[config.mk]
export PLATFORM = sky130hd
export DESIGN_NAME = csm_comparator_status_mirror
export DESIGN_NICKNAME = d
export VERILOG_FILES = /design/src/core/csm_pkg.sv /design/src/core/csm_comparator_status_mirror.sv
export VERILOG_INCLUDE_DIRS = /design/src /design/src/core
export SDC_FILE = /design/constraint.sdc
export NUM_CORES = 1
export LEC_CHECK = 0
export ABC_CLOCK_PERIOD_IN_PS = 3000
export BUFFER_PORTS_ARGS = -buffer_cell sky130_fd_sc_hd__buf_4
export CAP_MARGIN = 10
export CORE_MARGIN = 2
export CORE_UTILIZATION = 43
export DETAILED_ROUTE_END_ITERATION = 10
export PLACE_DENSITY = 0.95
export SYNTH_ARGS = -nofsm -noshare
export SYNTH_HDL_FRONTEND = slang
export SYNTH_SLANG_ARGS = --single-unit
[constraint.sdc]
create_clock -name clk -period 3 [get_ports clk]
set_clock_uncertainty 0.2 [all_clocks]
set_input_delay 0.45 -clock clk [delete_from_list [all_inputs] [get_ports clk]]
set_output_delay 0.45 -clock clk [all_outputs]
set_load 0.1 [all_outputs]
[src/core/csm_params.svh]
// constants of the comparator status mirror: offsets, bit positions, reset values
// Function
// - Bit 15 is writable; one halts all comparators in idle, zero keeps them running.
// - Bits 11..8 are read-only event flags, channel four down to channel one.
// - Each event flag continuously mirrors bit nine of its channel control register.
// - Bits 3..0 are read-only output flags mirroring bit eight of channel control.
// - Output flag meaning follows the channel polarity-invert setting; passed through unchanged.
// - Bits 14..12 and 7..4 are unimplemented and always read zero.
`ifndef CSM_PARAMS_SVH
`define CSM_PARAMS_SVH

`define CSM_ADDR_W 12
`define CSM_OFS_STATUS 12'h000
`define CSM_OFS_INT_STATUS 12'h004
`define CSM_OFS_INT_MASK 12'h008

`define CSM_BIT_HALT_IDLE 15
`define CSM_POS_EVENT 8
`define CSM_POS_RESULT 0
`define CSM_CHAN_COUNT 4

`define CSM_RST_HALT_IDLE 1'h0
`define CSM_RST_FLAGS 4'h0
`define CSM_RST_RDATA 32'h0000_0000

`endif

[src/core/csm_pkg.sv]
// types of the comparator status mirror
package csm_pkg;
	typedef struct packed {
		logic psel;
		logic penable;
		logic pwrite;
		logic [11:0] paddr;
		logic [31:0] pwdata;
	} csm_apb_req_type;

	typedef struct packed {
		logic haltInIdle;
		logic [3:0] eventPrev;
		logic [3:0] intStatus;
		logic [3:0] intMask;
		logic [31:0] readData;
	} csm_state_type;
endpackage

[src/core/csm_comparator_status_mirror.sv]
// apb register bank mirroring four comparator channels, with event interrupt
//
// Local design decisions: the address map and the APB slave port.
`timescale 1ns/1ps
`include "csm_params.svh"
module csm_comparator_status_mirror (
	// register bus
	input wire logic clk,
	input wire logic rst,
	input wire csm_pkg::csm_apb_req_type apbReq,
	output logic [31:0] prdata,
	output logic pready,
	output logic pslverr,
	// channel mirror inputs
	input wire logic [3:0] channelEventBit,
	input wire logic [3:0] channelResultBit,
	// control and interrupt
	output logic comparatorsHaltInIdle,
	output logic irq
);
	// all registers of the block live in this one struct
	csm_pkg::csm_state_type state;
	csm_pkg::csm_state_type next_state;

	// bus request fields, unpacked for readability
	logic psel;
	logic penable;
	logic pwrite;
	logic [11:0] paddr;
	logic [31:0] pwdata;

	// bus phase decode
	logic setupPhase;
	logic accessPhase;
	logic readSetup;
	logic writeAccess;
	logic readAccess;

	// address decode
	logic hitStatus;
	logic hitIntStatus;
	logic hitIntMask;
	logic mapped;
	logic unmappedAccess;

	// register strobes
	logic statusWriteEn;
	logic maskWriteEn;
	logic intStatusReadEn;

	// named views of the mirrored flags
	logic chan1EventFlag;
	logic chan2EventFlag;
	logic chan3EventFlag;
	logic chan4EventFlag;
	logic chan1OutputFlag;
	logic chan2OutputFlag;
	logic chan3OutputFlag;
	logic chan4OutputFlag;
	logic [15:0] statusWord;

	// per-channel event detection
	logic chan1Rise;
	logic chan2Rise;
	logic chan3Rise;
	logic chan4Rise;
	logic [3:0] eventRise;

	// interrupt bookkeeping
	logic [3:0] clearBits;
	logic [3:0] nextIntStatus;
	logic chan1Pending;
	logic chan2Pending;
	logic chan3Pending;
	logic chan4Pending;
	logic chan1IrqEnable;
	logic chan2IrqEnable;
	logic chan3IrqEnable;
	logic chan4IrqEnable;
	logic chan1Interrupt;
	logic chan2Interrupt;
	logic chan3Interrupt;
	logic chan4Interrupt;

	// register write and read paths
	logic nextHalt;
	logic [3:0] nextMask;
	logic [31:0] nextReadData;

	function automatic logic isStatusAddr(
		input logic [11:0] addr
	);
		isStatusAddr = (addr == `CSM_OFS_STATUS);
	endfunction

	function automatic logic isIntStatusAddr(
		input logic [11:0] addr
	);
		isIntStatusAddr = (addr == `CSM_OFS_INT_STATUS);
	endfunction

	function automatic logic isIntMaskAddr(
		input logic [11:0] addr
	);
		isIntMaskAddr = (addr == `CSM_OFS_INT_MASK);
	endfunction

	// anything outside the three words answers with an error and zero data
	function automatic logic isMapped(
		input logic [11:0] addr
	);
		isMapped = isStatusAddr(addr) || isIntStatusAddr(addr) || isIntMaskAddr(addr);
	endfunction

	function automatic logic [31:0] widenStatus(
		input logic [15:0] word
	);
		widenStatus = {16'h0000, word};
	endfunction

	function automatic logic [31:0] widenFlags(
		input logic [3:0] flags
	);
		widenFlags = {28'h000_0000, flags};
	endfunction

	// read multiplexer; unmapped addresses read zero
	function automatic logic [31:0] readSelect(
		input logic [11:0] addr,
		input logic [15:0] word,
		input logic [3:0] pending,
		input logic [3:0] enables
	);
		logic [31:0] data;
		data = `CSM_RST_RDATA;
		if (isStatusAddr(addr)) begin
			data = widenStatus(word);
		end else if (isIntStatusAddr(addr)) begin
			data = widenFlags(pending);
		end else if (isIntMaskAddr(addr)) begin
			data = widenFlags(enables);
		end
		readSelect = data;
	endfunction

	// sticky update: clear what was reported, then let new rises win
	function automatic logic [3:0] stickyUpdate(
		input logic [3:0] pending,
		input logic [3:0] clear,
		input logic [3:0] rise
	);
		logic [3:0] kept;
		kept = pending & ~clear;
		stickyUpdate = kept | rise;
	endfunction

	// bus request
	assign psel = apbReq.psel;
	assign penable = apbReq.penable;
	assign pwrite = apbReq.pwrite;
	assign paddr = apbReq.paddr;
	assign pwdata = apbReq.pwdata;

	// a transfer is one setup cycle, then access until pready
	assign setupPhase = psel && !penable;
	assign accessPhase = psel && penable;
	assign readSetup = setupPhase && !pwrite;
	assign writeAccess = accessPhase && pwrite;
	assign readAccess = accessPhase && !pwrite;

	// decode
	assign hitStatus = isStatusAddr(paddr);
	assign hitIntStatus = isIntStatusAddr(paddr);
	assign hitIntMask = isIntMaskAddr(paddr);
	assign mapped = isMapped(paddr);
	assign unmappedAccess = accessPhase && !mapped;

	// writes and the read-clear act only at the access edge
	assign statusWriteEn = writeAccess && hitStatus;
	assign maskWriteEn = writeAccess && hitIntMask;
	assign intStatusReadEn = readAccess && hitIntStatus;

	// channel one sits in bit zero of each input
	assign chan1EventFlag = channelEventBit[0];
	assign chan2EventFlag = channelEventBit[1];
	assign chan3EventFlag = channelEventBit[2];
	assign chan4EventFlag = channelEventBit[3];
	assign chan1OutputFlag = channelResultBit[0];
	assign chan2OutputFlag = channelResultBit[1];
	assign chan3OutputFlag = channelResultBit[2];
	assign chan4OutputFlag = channelResultBit[3];

	// unused positions stay zero by construction
	always_comb begin
		statusWord = 16'h0000;
		statusWord[`CSM_BIT_HALT_IDLE] = state.haltInIdle;
		statusWord[`CSM_POS_EVENT + 3] = chan4EventFlag;
		statusWord[`CSM_POS_EVENT + 2] = chan3EventFlag;
		statusWord[`CSM_POS_EVENT + 1] = chan2EventFlag;
		statusWord[`CSM_POS_EVENT] = chan1EventFlag;
		// polarity already applied inside each channel, so no inversion here
		statusWord[`CSM_POS_RESULT + 3] = chan4OutputFlag;
		statusWord[`CSM_POS_RESULT + 2] = chan3OutputFlag;
		statusWord[`CSM_POS_RESULT + 1] = chan2OutputFlag;
		statusWord[`CSM_POS_RESULT] = chan1OutputFlag;
	end

	// bits already high when reset ends count as one event each
	assign chan1Rise = chan1EventFlag && !state.eventPrev[0];
	assign chan2Rise = chan2EventFlag && !state.eventPrev[1];
	assign chan3Rise = chan3EventFlag && !state.eventPrev[2];
	assign chan4Rise = chan4EventFlag && !state.eventPrev[3];
	assign eventRise = {chan4Rise, chan3Rise, chan2Rise, chan1Rise};

	// only bits the reader was shown are cleared, so a rise at the setup edge survives
	always_comb begin
		clearBits = `CSM_RST_FLAGS;
		if (intStatusReadEn) begin
			clearBits = state.readData[3:0];
		end
	end

	// an event in the clearing cycle wins over the clear
	assign nextIntStatus = stickyUpdate(state.intStatus, clearBits, eventRise);

	// only the halt bit is writable; flag and unused positions ignore writes
	always_comb begin
		nextHalt = state.haltInIdle;
		if (statusWriteEn) begin
			nextHalt = pwdata[`CSM_BIT_HALT_IDLE];
		end
	end

	always_comb begin
		nextMask = state.intMask;
		if (maskWriteEn) begin
			nextMask = pwdata[3:0];
		end
	end

	// captured at setup so prdata comes from a flop and the bus needs no wait state
	// limitation: a flag that moves during the access phase shows at the next read
	always_comb begin
		nextReadData = state.readData;
		if (readSetup) begin
			nextReadData = readSelect(paddr, statusWord, state.intStatus, state.intMask);
		end else if (setupPhase) begin
			nextReadData = `CSM_RST_RDATA;
		end
	end

	// state register
	always_comb begin
		next_state = state;
		next_state.haltInIdle = nextHalt;
		next_state.eventPrev = channelEventBit;
		next_state.intStatus = nextIntStatus;
		next_state.intMask = nextMask;
		next_state.readData = nextReadData;
	end

	always_ff @(posedge clk) begin
		if (rst) begin
			state.haltInIdle <= `CSM_RST_HALT_IDLE;
			state.eventPrev <= `CSM_RST_FLAGS;
			state.intStatus <= `CSM_RST_FLAGS;
			state.intMask <= `CSM_RST_FLAGS;
			state.readData <= `CSM_RST_RDATA;
		end else begin
			state <= next_state;
		end
	end

	// per-channel view of what is pending and what may interrupt
	assign chan1Pending = state.intStatus[0];
	assign chan2Pending = state.intStatus[1];
	assign chan3Pending = state.intStatus[2];
	assign chan4Pending = state.intStatus[3];
	assign chan1IrqEnable = state.intMask[0];
	assign chan2IrqEnable = state.intMask[1];
	assign chan3IrqEnable = state.intMask[2];
	assign chan4IrqEnable = state.intMask[3];

	assign chan1Interrupt = chan1Pending && chan1IrqEnable;
	assign chan2Interrupt = chan2Pending && chan2IrqEnable;
	assign chan3Interrupt = chan3Pending && chan3IrqEnable;
	assign chan4Interrupt = chan4Pending && chan4IrqEnable;

	// outputs
	assign prdata = state.readData;
	assign pready = 1'b1;

	// error only in the access phase, so a setup cycle never shows it
	assign pslverr = unmappedAccess;
	assign comparatorsHaltInIdle = state.haltInIdle;

	// level output: high until software reads the interrupt status or masks the channel
	assign irq = chan1Interrupt || chan2Interrupt || chan3Interrupt || chan4Interrupt;
endmodule

==> results.ini <==
[cts]
tritoncts=built
cts_setup_buffers=0
cts_resized=0
clk_latency_ps=310
h-tree-depth=1
cts_buffers=3
cts_buffer_depth=2
cts-root-buf=clkbuf_4
cts_hold_buf=0
path_clk_slew_ps=120
cts.sink_count=22

[route]
dr_total_vias=969
drc=0
vias_per_cell=4.80
antenna_left=0
wl_per_cell_um=12.2
drt_iter0_drc=24
first_pass_iters=4
wl_um=2470

[worst_setup_path]
cp-endpoint=pslverr
crit_slowest_cell=nor4_4
cp_data_required_time_ps=2350
r2r_end=chan4Pending
rrSetupSlack_ps=1870
critPathMaxStageDelay_ps=330
crit_chain=buf_4 -> nor4_4 -> nand2_2 -> nor3_1 -> a21oi_1 -> buf_4
crit_cells=6
worstPathArrival_ps=1500
reg2reg_depth=3
cp_top_family=simple AND/OR/NAND/NOR gates
crit_path_start_kind=input port
critPathMaxFanout=4
end_kind=output port
startpoint=apbReq[41]
regToRegStartpoint=state[43]
path_buf_inv=2
crit_top_cell=buf_4
critical_path_class=in -> out

[pwr]
p_int_mw=0.474
swShare=0.360
pwr-share-seq=0.410
p_clk_frac=0.310
finalPower_mw=0.740
vdd_drop_max_v=0.000298
p_per_area_nw_per_um2=508
leakagePower_nw=0.669
comb_power_share=0.280
p_switching_mw=0.267

[die]
dieArea_um2=3320
die_w_um=57.6
io_pins=93
core_um2=2730
start_util=0.452
die_h_um=57.6
row_count=19

[yosys]
ys.flop_type=dfxtp_1
synthAdderAreaFrac=0
async_reset_ff_frac=0
synthMuxAreaShare=0.0405
synth-simple-area-share=0.235
ys_warn_count=0
synth_edf_count=0
yosys.cell_types.count=28
syn_inst=140
synth-compound-area-share=0.137
yosys.area_share.xor_xnor=0
synth_seq_cells=22
seq_area_frac_synth=0.356
synth_area_per_cell_um2=8.83
synth_top_family_by_area=simple AND/OR/NAND/NOR gates
syn_area_um2=1240

[layout]
area_growth_pct=17.9
post_route_cells_drive_above_1_share=0.298
finalNonFillerCells=202
n_antenna_cell=0
fin_nets=229
final_cell_mix=buf_4, conb_1, dfxtp_1
layout_commonest_cell=buf_4

[timing]
drv_slew=0
final.setup.tns_ps=0
slew_headroom=0.507
worstMarginPinSlew_ps=740
period_share=0.715
timing.final.crit_period_ps=2150
holdWs_ps=157
finalHoldViolCount=0
setup_viol=0
rsz0062_at_grt=false
fmax_ghz=0.466

[run]
drv_cap=0

[grt]
grt_pass1_wl_um=4080
grt_usage=0.159
grt-ovfl-total=0
antenna_found_initial=0
grt_max_degree=16
grt_pass1_vias=869

[place]
dp_hpwl_um=1960
dp_cells=198
io_buffers=41
place_congestion=0.810

[status]
status=finished clean

[worst_hold_path]
min_path_type=in -> reg

registers in the layout (all words and copies together), names as in the netlist:
signal	flops
chan2IrqEnable	1
chan1Pending	1
chan4Pending	1
chan4IrqEnable	1
chan1IrqEnable	1
state	4
chan2Pending	1
comparatorsHaltInIdle	1
chan3Pending	1
chan3IrqEnable	1
prdata	9
cells by family (layout without fill, tap and decap cells):
logic type / after synthesis / count (layout)
other: 2 / 24
and+or+nand+nor: 45 / 45
muxes: 5 / 5
AOI/OAI and AO/OA: 25 / 25
DFF: 22 / 22
buffers and inverters: 41 / 50
worst min-delay path by stage:
stage / cells after the start / start / endpoint
CTS: 2 / channelEventBit[0] / prdata[8]
global route: 2 / channelEventBit[2] / prdata[10]
floorplan: 2 / prdata[3] / prdata[3]
global placement: 2 / prdata[2] / prdata[2]
finish: 2 / channelEventBit[0] / prdata[8]
detailed placement: 2 / prdata[2] / prdata[2]
per-stage QoR:
stage | worst slack (ps) | instance area, um2 | util
6_report | 855 | 1460 | 0.533
4_1_cts | 867 | 1460 | 0.533
2_1_floorplan | 118 | 1320 | -
3_3_place_gp | 853 | 1410 | 0.514
3_5_place_dp | 870 | 1410 | 0.514
5_1_grt | 734 | 1460 | 0.533
cell type report:
| class | count | area [um2] |
|---|---|---|
| clock buffers | 3 | 22.5 |
| clock inverters | 1 | 30.0 |
| fillers | 258 | 1280 |
| inverters | 5 | 18.8 |
| multi-input cells | 99 | 599 |
| flip-flops and latches | 22 | 440 |
| well taps | 31 | 38.8 |
| repair buffers | 41 | 308 |
per-layer routing:
metal / global-route usage / part of all wire / up-vias
met5: 0 / 0 / -
met4: 0.0432 / 0.0081 / 0
met3: 0.0246 / 0.065 / 2
met2: 0.276 / 0.51 / 34
met1: 0.206 / 0.42 / 438
li1: - / - / 495
worst register-to-register path: stages, from the launching register on:
cell	delay, ps
dfxtp_1	320
nand2b_1	140
nor2b_1	130
a311oi_1	250
cell usage after synthesis (2+ instances only):
| cell | n | area [um2] |
|---|---|---|
| clkbuf_1 | 2 | 7.51 |
| nor4_1 | 2 | 12.5 |
| a22oi_1 | 2 | 15.0 |
| mux2i_1 | 5 | 50.1 |
| or4_4 | 2 | 22.5 |
| o21ai_1 | 4 | 20.0 |
| nor2b_1 | 12 | 75.1 |
| a21oi_1 | 2 | 10.0 |
| nor2_1 | 7 | 26.3 |
| o21ai_0 | 4 | 20.0 |
| a22o_1 | 5 | 43.8 |
| nor4_4 | 2 | 42.5 |
| inv_1 | 5 | 18.8 |
| nand2_1 | 7 | 26.3 |
| dfxtp_1 | 22 | 440 |
| a311oi_1 | 4 | 35.0 |
| o22ai_1 | 4 | 25.0 |
| conb_1 | 2 | 7.51 |
| buf_4 | 33 | 248 |
| nand2b_1 | 4 | 25.0 |
| nand4_1 | 3 | 18.8 |
power groups by stage:
stage | clock (mW) | sequential (mW) | combinational (mW)
floorplan | 0 | 0.308 | 0.188
global placement | 0 | 0.310 | 0.204
detailed placement | 0 | 0.310 | 0.207
CTS | 0.232 | 0.304 | 0.207
global route | 0.248 | 0.305 | 0.217
finish | 0.229 | 0.304 | 0.207
Power figures use the tool's default switching activity.
